$ cat config.mk
export PLATFORM = sky130hd
export DESIGN_NAME = scp_client_flat
export DESIGN_NICKNAME = d
export VERILOG_FILES = /design/src/scp_pkg.sv /design/src/scp_if.sv /design/src/scp_client.sv /design/src/flat_wrapper.sv
export SDC_FILE = /design/constraint.sdc
export NUM_CORES = 1
export LEC_CHECK = 0
export BUFFER_PORTS_ARGS = -buffer_cell sky130_fd_sc_hd__buf_4
export CAP_MARGIN = 10
export CORE_MARGIN = 8
export CORE_UTILIZATION = 58
export DETAILED_ROUTE_END_ITERATION = 7
export PLACE_DENSITY = 0.87
export SETUP_SLACK_MARGIN = 0.4
export SYNTH_ARGS = -nofsm -noshare
export SYNTH_HDL_FRONTEND = slang
export SYNTH_SLANG_ARGS = --single-unit
export TNS_END_PERCENT = 100
$ cat constraint.sdc
create_clock -name ref_clk -period 2.8 [get_ports ref_clk]
set_clock_uncertainty 0.2 [all_clocks]
set_input_delay 0.14 -clock ref_clk [delete_from_list [all_inputs] [get_ports ref_clk]]
set_output_delay 0.14 -clock ref_clk [all_outputs]
set_load 0.01 [all_outputs]
$ cat src/scp_pkg.sv
// shared constants, state codes and mode helpers for the serial client port
// assumes both ends and the carrier import it whole

package scp_pkg;

    ////////////////////////////////////////////////////////////////////////////
    // word lengths

    localparam int            SCP_WORD_MAX = 16;
    localparam int            SCP_WORD_MIN = 8;
    localparam int            SCP_LEN_W    = 5;
    localparam int            SCP_IDX_W    = 4;

    ////////////////////////////////////////////////////////////////////////////
    // reset values and line levels

    localparam logic [SCP_WORD_MAX-1:0] SCP_RESET_WORD = 16'h0000;
    localparam logic                    SCP_MISO_IDLE  = 1'b1;
    localparam logic                    SCP_CS_IDLE    = 1'b1;

    ////////////////////////////////////////////////////////////////////////////
    // link timing: host half period of the serial clock in ref_clk cycles

    localparam int            SCP_SCK_HALF_DEF = 8;
    localparam int            SCP_DIV_W        = 8;

    ////////////////////////////////////////////////////////////////////////////
    // host sequencer states

    typedef enum logic [2:0] {
        SCP_H_IDLE = 3'h1,
        SCP_H_RUN  = 3'h2,
        SCP_H_GAP  = 3'h4
    } scp_hstate_t;

    ////////////////////////////////////////////////////////////////////////////
    // mode helpers, mode = {polarity, phase}

    // modes 0 and 3 capture on the rising edge, modes 1 and 2 on the falling one
    function automatic logic scp_cap_rise(input logic [1:0] mode);
        return mode[1] ~^ mode[0];
    endfunction

    function automatic logic scp_idle_high(input logic [1:0] mode);
        return mode[1];
    endfunction

    // lengths outside 8..16 are forced into range
    function automatic logic [SCP_LEN_W-1:0] scp_clamp_len(input logic [SCP_LEN_W-1:0] len);
        if (len < SCP_LEN_W'(SCP_WORD_MIN))
            return SCP_LEN_W'(SCP_WORD_MIN);
        else if (len > SCP_LEN_W'(SCP_WORD_MAX))
            return SCP_LEN_W'(SCP_WORD_MAX);
        else
            return len;
    endfunction

endpackage

$ cat src/scp_if.sv
// four-wire serial link between the host end and the client end
// assumes a pull-up on the client-out wire while no client drives it

`timescale 1ns/1ps

interface scp_if;
    import scp_pkg::*;

    logic sck;
    logic cs_n;
    logic mosi;
    logic miso;
    logic miso_oe;
    logic miso_line;

    // resolved wire level, pulled high when released
    assign miso_line = miso_oe ? miso : SCP_MISO_IDLE;

    modport dev (input sck, input cs_n, input mosi, output miso, output miso_oe);
    modport hst (output sck, output cs_n, output mosi, input miso_line);

endinterface

$ cat src/scp_client.sv
// client end of the four-wire serial link
// assumes sck, cs_n and mosi arrive from another domain and are sampled by ref_clk

`timescale 1ns/1ps

module scp_client
    import scp_pkg::*;
#(
    parameter int W = SCP_WORD_MAX
)(
    input  wire logic                 ref_clk,
    input  wire logic                 rstn,
    input  wire logic                 clk_en,
    scp_if.dev                        link,
    input  wire logic [1:0]           cfg_mode,
    input  wire logic [SCP_LEN_W-1:0] cfg_len,
    input  wire logic [W-1:0]         tx_data,
    input  wire logic                 tx_wr,
    output logic      [W-1:0]         rx_data,
    output logic                      rx_valid,
    output logic                      xfer_active
);

    ////////////////////////////////////////////////////////////////////////////
    // pin synchronisers

    logic sck_s1_q;
    logic sck_s2_q;
    logic sck_p_q;
    logic cs_s1_q;
    logic cs_s2_q;
    logic cs_p_q;
    logic mosi_s1_q;
    logic mosi_s2_q;

    // the serial clock is oversampled, so the host must stay well below ref_clk/4
    always_ff @(posedge ref_clk or negedge rstn)
    begin
        if (!rstn)
        begin
            sck_s1_q  <= 1'b0;
            sck_s2_q  <= 1'b0;
            sck_p_q   <= 1'b0;
            cs_s1_q   <= SCP_CS_IDLE;
            cs_s2_q   <= SCP_CS_IDLE;
            cs_p_q    <= SCP_CS_IDLE;
            mosi_s1_q <= 1'b0;
            mosi_s2_q <= 1'b0;
        end
        else if (clk_en)
        begin
            sck_s1_q  <= link.sck;
            sck_s2_q  <= sck_s1_q;
            sck_p_q   <= sck_s2_q;
            cs_s1_q   <= link.cs_n;
            cs_s2_q   <= cs_s1_q;
            cs_p_q    <= cs_s2_q;
            mosi_s1_q <= link.mosi;
            mosi_s2_q <= mosi_s1_q;
        end
    end

    ////////////////////////////////////////////////////////////////////////////
    // shift state

    logic [W-1:0]         sh_q;
    logic [W-1:0]         sh_d;
    logic [W-1:0]         hold_q;
    logic [W-1:0]         hold_d;
    logic                 hold_v_q;
    logic                 hold_v_d;
    logic                 wrote_q;
    logic                 wrote_d;
    logic [SCP_LEN_W-1:0] cnt_q;
    logic [SCP_LEN_W-1:0] cnt_d;
    logic                 miso_q;
    logic                 miso_d;
    logic                 oe_q;
    logic                 oe_d;
    logic [W-1:0]         rx_data_q;
    logic [W-1:0]         rx_data_d;
    logic                 rx_valid_q;
    logic                 rx_valid_d;
    logic                 act_q;
    logic                 act_d;

    logic [SCP_LEN_W-1:0] len;
    logic [SCP_IDX_W-1:0] last;
    logic                 cs_fall;
    logic                 sel;
    logic                 sck_rise;
    logic                 sck_fall;
    logic                 cap;
    logic                 shf;
    logic [W-1:0]         load_w;
    logic [W-1:0]         shifted;
    logic [W-1:0]         mask;

    always_comb
    begin
        len      = scp_clamp_len(cfg_len);
        last     = SCP_IDX_W'(len - SCP_LEN_W'(1));
        mask     = {W{1'b1}} >> (W - int'(len));
        cs_fall  = cs_p_q & ~cs_s2_q;
        sel      = ~cs_s2_q & ~cs_fall;
        sck_rise = ~sck_p_q & sck_s2_q;
        sck_fall = sck_p_q & ~sck_s2_q;
        cap      = sel & (scp_cap_rise(cfg_mode) ? sck_rise : sck_fall);
        shf      = sel & (scp_cap_rise(cfg_mode) ? sck_fall : sck_rise);
        shifted  = {sh_q[W-2:0], mosi_s2_q};

        sh_d       = sh_q;
        hold_d     = hold_q;
        hold_v_d   = hold_v_q;
        wrote_d    = wrote_q;
        cnt_d      = cnt_q;
        miso_d     = miso_q;
        rx_data_d  = rx_data_q;
        rx_valid_d = 1'b0;
        oe_d       = ~cs_s2_q;
        act_d      = ~cs_s2_q;

        if (tx_wr)
        begin
            if (!wrote_q)
            begin
                sh_d    = tx_data;
                wrote_d = 1'b1;
            end
            else
            begin
                hold_d   = tx_data;
                hold_v_d = 1'b1;
            end
        end

        // after the first write since reset, a write in the same cycle as the select edge waits for the next transfer
        load_w = hold_v_q ? hold_q : sh_d;
        if (cs_fall)
        begin
            sh_d     = load_w;
            hold_v_d = tx_wr & wrote_q;
            cnt_d    = '0;
            miso_d   = load_w[last];
        end
        else if (cap)
        begin
            sh_d  = shifted;
            cnt_d = cnt_q + SCP_LEN_W'(1);
            if (cnt_q == SCP_LEN_W'(last))
            begin
                cnt_d      = '0;
                rx_data_d  = shifted & mask;
                rx_valid_d = 1'b1;
            end
        end
        else if (shf)
        begin
            miso_d = sh_q[last];
        end
    end

    always_ff @(posedge ref_clk or negedge rstn)
    begin
        if (!rstn)
        begin
            sh_q       <= SCP_RESET_WORD[W-1:0];
            hold_q     <= SCP_RESET_WORD[W-1:0];
            hold_v_q   <= 1'b0;
            wrote_q    <= 1'b0;
            cnt_q      <= '0;
            miso_q     <= 1'b0;
            oe_q       <= 1'b0;
            rx_data_q  <= SCP_RESET_WORD[W-1:0];
            rx_valid_q <= 1'b0;
            act_q      <= 1'b0;
        end
        else if (clk_en)
        begin
            sh_q       <= sh_d;
            hold_q     <= hold_d;
            hold_v_q   <= hold_v_d;
            wrote_q    <= wrote_d;
            cnt_q      <= cnt_d;
            miso_q     <= miso_d;
            oe_q       <= oe_d;
            rx_data_q  <= rx_data_d;
            rx_valid_q <= rx_valid_d;
            act_q      <= act_d;
        end
    end

    ////////////////////////////////////////////////////////////////////////////
    // outputs

    assign link.miso    = miso_q;
    assign link.miso_oe = oe_q;
    assign rx_data      = rx_data_q;
    assign rx_valid     = rx_valid_q;
    assign xfer_active  = act_q;

endmodule

$ cat src/flat_wrapper.sv
// flat-port wrapper written by rule: the top's interface ports become plain ports
module scp_client_flat import scp_pkg::*;
#(
    parameter int W = SCP_WORD_MAX
)
  (ref_clk, rstn, clk_en, cfg_mode, cfg_len, tx_data, tx_wr, rx_data, rx_valid, xfer_active, link_sck, link_cs_n, link_mosi, link_miso, link_miso_oe);
  scp_if link_i ();
  input  wire logic ref_clk;
  input  wire logic rstn;
  input  wire logic clk_en;
  input  wire logic [1:0] cfg_mode;
  input  wire logic [SCP_LEN_W-1:0] cfg_len;
  input  wire logic [W-1:0] tx_data;
  input  wire logic tx_wr;
  output logic      [W-1:0] rx_data;
  output logic rx_valid;
  output logic xfer_active;
  input wire logic [$bits(link_i.sck)-1:0] link_sck;
  input wire logic [$bits(link_i.cs_n)-1:0] link_cs_n;
  input wire logic [$bits(link_i.mosi)-1:0] link_mosi;
  output wire logic [$bits(link_i.miso)-1:0] link_miso;
  output wire logic [$bits(link_i.miso_oe)-1:0] link_miso_oe;
  assign link_i.sck = link_sck;
  assign link_i.cs_n = link_cs_n;
  assign link_i.mosi = link_mosi;
  assign link_miso = link_i.miso;
  assign link_miso_oe = link_i.miso_oe;
  scp_client #(.W(W)) u_core (.ref_clk(ref_clk), .rstn(rstn), .clk_en(clk_en), .link(link_i), .cfg_mode(cfg_mode), .cfg_len(cfg_len), .tx_data(tx_data), .tx_wr(tx_wr), .rx_data(rx_data), .rx_valid(rx_valid), .xfer_active(xfer_active));
endmodule
Word-level counts from Yosys, hierarchy flattened
Cells that the tools add are included.
{ "word_totals": {"regBits": 66, "output_inout_bits": 20, "word_cells": 74, "inputBits": 30} }
{ "op_classes": {"muxes": 25, "magnitude_cmp": 3, "reduce_logical": 10, "bitwise_logic": 13, "n_addsub": 3, "n_eq_ne": 2, "shifts": 1} }
{ "op_table": {"columns": ["cell", "n"], "rows": [
  ["two-way mux 16 bit", 5],
  ["right shift 16 x 32 -> 16 bit (first input constant)", 1],
  ["two-way mux 5 bit", 5],
  ["bitwise AND 16 bit", 1],
  ["two-way mux 1 bit", 13],
  ["AND reduction 3 bit", 3],
  ["binary-select mux 1 bit (select 4 bit)", 2],
  ["nonzero test 2 bit", 4],
  ["bitwise AND 1 bit", 7],
  ["subtractor 5 x 5 -> 6 bit (first input constant)", 1],
  ["adder 5 x 1 -> 5 bit (second input constant)", 1],
  ["equality test 5 x 4 -> 1 bit", 1],
  ["greater-than comparator 5 bit (second input constant)", 1],
  ["< comparator 4 x 5 -> 1 bit (second input constant)", 1],
  ["< comparator 5 x 4 -> 1 bit (second input constant)", 1],
  ["NOT 1 bit", 4],
  ["AND reduction 2 bit", 2],
  ["AND reduction 4 bit", 1],
  ["subtractor 4 x 1 -> 4 bit (second input constant)", 1],
  ["!= test 2 x 1 -> 1 bit (second input constant)", 1],
  ["bitwise XNOR 1 bit", 1]
]} }

Depth between registers and ports, before layout
{ "depth": {"ltp_word": 9, "ltp_mapped": 10, "ltp_nobuf": 8} }

Least setup slack after synthesis
OpenSTA, ideal clock, no wires.
{ "synth_timing": {"path_type": "input -> register", "from": "in cfg_len[4]", "to": "reg u_core.miso_q, in the netlist u_core.link.miso", "slack_ns": 0.355, "cell_stages": 9, "arrival_time_ns": 2.124, "t_required_ns": 2.479, "cell_sequence": "and3b_1 > buf_4 > clkinv_1 > ha_1 > xor2_2 > mux4_2 > nand3_1 > o211ai_1 > o22a_1"} }
{ "synth_between": {"elab_chain_len": 9} }
{ "synth_lines": {"columns": ["item", "line", "source"], "rows": [
  ["start, declared", "flat_wrapper.sv:12", "input wire logic [SCP_LEN_W-1:0] cfg_len;"],
  ["greater-than comparator 5 bit", "scp_pkg.sv:52", "else if (len > SCP_LEN_W'(SCP_WORD_MAX))"],
  ["two-way mux 5 bit", "scp_pkg.sv:52", null],
  ["two-way mux 5 bit *", "scp_pkg.sv:50", "if (len < SCP_LEN_W'(SCP_WORD_MIN))"],
  ["subtractor 4 x 1 -> 4 bit *", "scp_client.sv:102", "last = SCP_IDX_W'(len - SCP_LEN_W'(1));"],
  ["binary-select mux 1 bit (select 4 bit)", "scp_client.sv:159", "miso_d = sh_q[last];"],
  ["two-way mux 1 bit (not written as such)", "scp_client.sv:159", null],
  ["two-way mux 1 bit", "scp_client.sv:157", "else if (shf)"],
  ["two-way mux 1 bit", "scp_client.sv:146", "else if (cap)"],
  ["two-way mux 1 bit *", "scp_client.sv:139", "if (cs_fall)"],
  ["end signal, assigned", "scp_client.sv:185", "miso_q <= miso_d;"],
  ["end, declared", "scp_client.sv:76", "logic miso_q;"]
]} }
Every way passes the cells marked *; elsewhere a longest branch is shown, timed or not. The select of a mux whose other input is x is not followed.
A chain may end at the register's enable or synchronous reset.

Final worst setup path
{ "layout_timing": {"from": "reg u_core.wrote_q", "to": "reg u_core.miso_q, in the netlist u_core.link.miso"} }
{ "layout_between": {"elab_chain_len": 6} }
{ "layout_lines": {"columns": ["item", "line", "source"], "rows": [
  ["start, declared", "scp_client.sv:72", "logic wrote_q;"],
  ["start signal, assigned", "scp_client.sv:183", "wrote_q <= wrote_d;"],
  ["two-way mux 16 bit", "scp_client.sv:125", "if (!wrote_q)"],
  ["two-way mux 16 bit", "scp_client.sv:123", "if (tx_wr)"],
  ["two-way mux 16 bit", "scp_client.sv:138", "load_w = hold_v_q ? hold_q : sh_d;"],
  ["binary-select mux 1 bit (select 4 bit)", "scp_client.sv:144", "miso_d = load_w[last];"],
  ["two-way mux 1 bit (not written as such)", "scp_client.sv:144", null],
  ["two-way mux 1 bit", "scp_client.sv:139", null]
]} }
Every way passes these cells. The select of a mux whose other input is x is not followed.

==> results.toml <==
[routing]
first_pass_iters = 5
routed_wl_um = 10900
drt_iter0_drc = 516
viasPerCell = 6.41
wl_per_cell_um = 18.7
ant_nets = 0
vias = 3746
route.detailed.drc = 0

[cts]
clk_latency_ns = 0.36
clkTransAtPathRegs_ns = 0.07
clockBufferDepth = 2
cts_made_buffers = 9
cts-root-buf = "clkbuf_8"
cts_tree = "yes"
clock-sinks = 66
post_cts_buffers = 0
htreeDepth = 3

[setup_path]
r2r_end = "u_core.link.miso"
r2r_slack_ns = 0.46
critPathRequiredTime_ns = 2.85
rr_startpoint = "u_core.wrote_q"
cp_slowest_cell = "or4b_2"
crit_path_end_kind = "flip-flop"
cp.arrival_ns = 2.39
critPathMaxFanout = 17
cp_cell_sequence = "buf_4 > or4b_2 > o311ai_2 > o22ai_1 > nor3_2 > a2111oi_1 > o22a_1"
crit_type = "reg -> reg"
max_stage_delay_ns = 0.69
cp-start-kind = "flip-flop"
rr_worst_depth = 7

[logic_synthesis]
ys_top_cells_by_area = "dfrtp_1 40%, mux2_2 7.3%, nand2_1 3.7%"
async_flop_share_pct = 100
syn_inst = 428
ys_types = 55
ys_ff_latch = 66
synthTopCellsByCount = "63 x dfrtp_1, 39 x nand2_1, 38 x nor2_1, 26 x mux2_2, 22 x inv_1"
synth-edff-count = 0
yosysMostFrequentCell = "dfrtp_1"
avgSynthCellArea_um2 = 9.32
seq_area_frac_synth_pct = 41.5
synthesis.area_um2 = 3990
synth_fp_nets = 460
synth_top_area_cell = "dfrtp_1"
synth_warnings = 0
yosys.area.top_type_share_pct = 39.5
ys.flop_type = "dfrtp_1"

[pwr]
powerDensity_nw_per_um2 = 685
power_mw = 3.41
p_leak_nw = 2.15
ir_worst_vdd_mv = 0.343

[global_route]
grt_pass1_vias = 3563
grt_max_degree = 67
grt_first_pass_wirelength_um = 17800
grtUsageTotal_pct = 22.6
antenna_found_initial = 0
grt-ovfl-total = 0

[flow_run]
drv_cap = 0

[timing]
slew-limit-headroom_pct = 45.4
rsz0062_at_grt = "true"
setup_violations = 0
tightest_slew_ns = 0.819
whs_ns = 0.214
timing.final.crit_period_ns = 2.34
min_period_over_period_pct = 83.7
finalHoldViolCount = 0
fmax_ghz = 0.427
fin_tns_setup_ns = 0
final-max-slew-violation-count = 0
fin_ws_ns = 0.457

[finish]
syn2layout_area_growth_pct = 24.7
antennaDiodeCount = 0
multi_input_area_um2 = 2150
fillers = 476
drive_gt1_share_pct = 28.0
final_nets = 531
final_cells = 584
register_area_um2 = 1660

[place]
io_buffers = 49
post-place-ws_ns = 0.186
place.gp.congestion = 0.926
place_hpwl_um = 7350
placed_cells = 546

[worst_hold_path]
min_to = "u_core.rx_data[0]"
hold_path.startpoint = "cfg_len[4]"
min_path_cells = 4
worstHoldPathType = "in -> reg"

[die]
core_um2 = 6720
num_io_pins = 50
num_rows = 30
die_h_um = 98.9
die_x_um = 98.9
start_util_pct = 59.4
die_area_um2 = 9790

[status]
status = "finished, final reports clean"
cells by family (layout without fill, tap and decap cells):
family                   after synthesis  after routing  synth area share (%)
AO/OA/AOI/OAI                        107            107                  18.9
multiplexers                          34             34                  10.3
adder cells (fa/ha/maj)                2              2                 0.627
buffers and inverters                 54            130                  5.65
AND/OR/NAND/NOR                      158            158                  21.4
flip-flops                            66             66                  41.5
XOR/XNOR                               7              7                  1.73
through the flow:
stage	cell area, µm²	util [%]
6_report	4980	74.1
4_1_cts	4950	73.7
3_3_place_gp	4500	67.0
5_1_grt	4980	74.1
2_1_floorplan	4010	-
3_5_place_dp	4500	67.0
flip-flops by register name, summed over array words and instances (netlist names):
name,flops
u_core.sck_p_q,1
u_core.wrote_q,1
u_core.sck_s1_q,1
u_core.rx_data,16
u_core.sck_s2_q,1
u_core.cs_s1_q,1
u_core.rx_valid,1
u_core.hold_v_q,1
u_core.link.miso,1
u_core.sh_q,16
u_core.cnt_q,5
u_core.mosi_s2_q,1
u_core.mosi_s1_q,1
u_core.hold_q,16
u_core.cs_p_q,1
u_core.link.miso_oe,1
u_core.cs_s2_q,1
worst max-delay path, delay by kind of cell, from the launching register on:
family	cells	cell delay, ns
flops	1	0.39
compound gates	4	0.57
simple gates	2	0.87
buf+inv	1	0.20
worst max path at each step:
stage,startpoint,end,slack [ns],cells after the start
after floorplan,cfg_len[4],u_core.cnt_q[0],0.41,9
after global placement,cfg_len[4],u_core.cnt_q[0],0.33,9
after detailed placement,cfg_len[4],u_core.cnt_q[2],0.19,9
after CTS,u_core.wrote_q,u_core.link.miso,0.42,7
after global routing,u_core.wrote_q,u_core.link.miso,0.36,7
final,u_core.wrote_q,u_core.link.miso,0.46,7
power by group:
group / internal (mW) / switching (mW)
clock: 0.550 / 0.372
sequential: 1.16 / 0.245
combinational: 0.545 / 0.539
total: 2.25 / 1.16
cells in the final DEF (no fill, tap or decap), types with 14 or more instances in the layout:
cell           Yosys  routed
dlygate4sd3_1      0      22
nor2_1            38      38
o21ai_0           19      19
a31oi_1           15      15
nand3_1           14      14
buf_4              4      68
dfrtp_1           63      63
mux2_2            26      26
inv_1             22      22
nand2_1           39      38
routing by layer:
| layer | GRT usage [%] | share of wire [%] | vias to the layer above |
|---|---|---|---|
| li1 | - | - | 1702 |
| met1 | 29.1 | 41 | 1771 |
| met2 | 34.6 | 46 | 228 |
| met3 | 6.20 | 10 | 45 |
| met4 | 10.0 | 3.2 | 0 |
| met5 | 0 | 0 | - |
repair_timing:
action,CTS,global route
hold endpoints to repair,89,0
gates cloned,0,0
hold buffers,22,0
resized for setup,2,6
endpoints found under the setup margin,1,6
cell type report:
type                    instances  area share, %
multi-input cells             308           43.3
flip-flops and latches         66           33.3
repair buffers                 91           15.1
clock buffers                  12           3.12
well taps                      80           2.01
inverters                      23           1.73
clock inverters                 4           1.48
(Power assumes the default switching activity.)
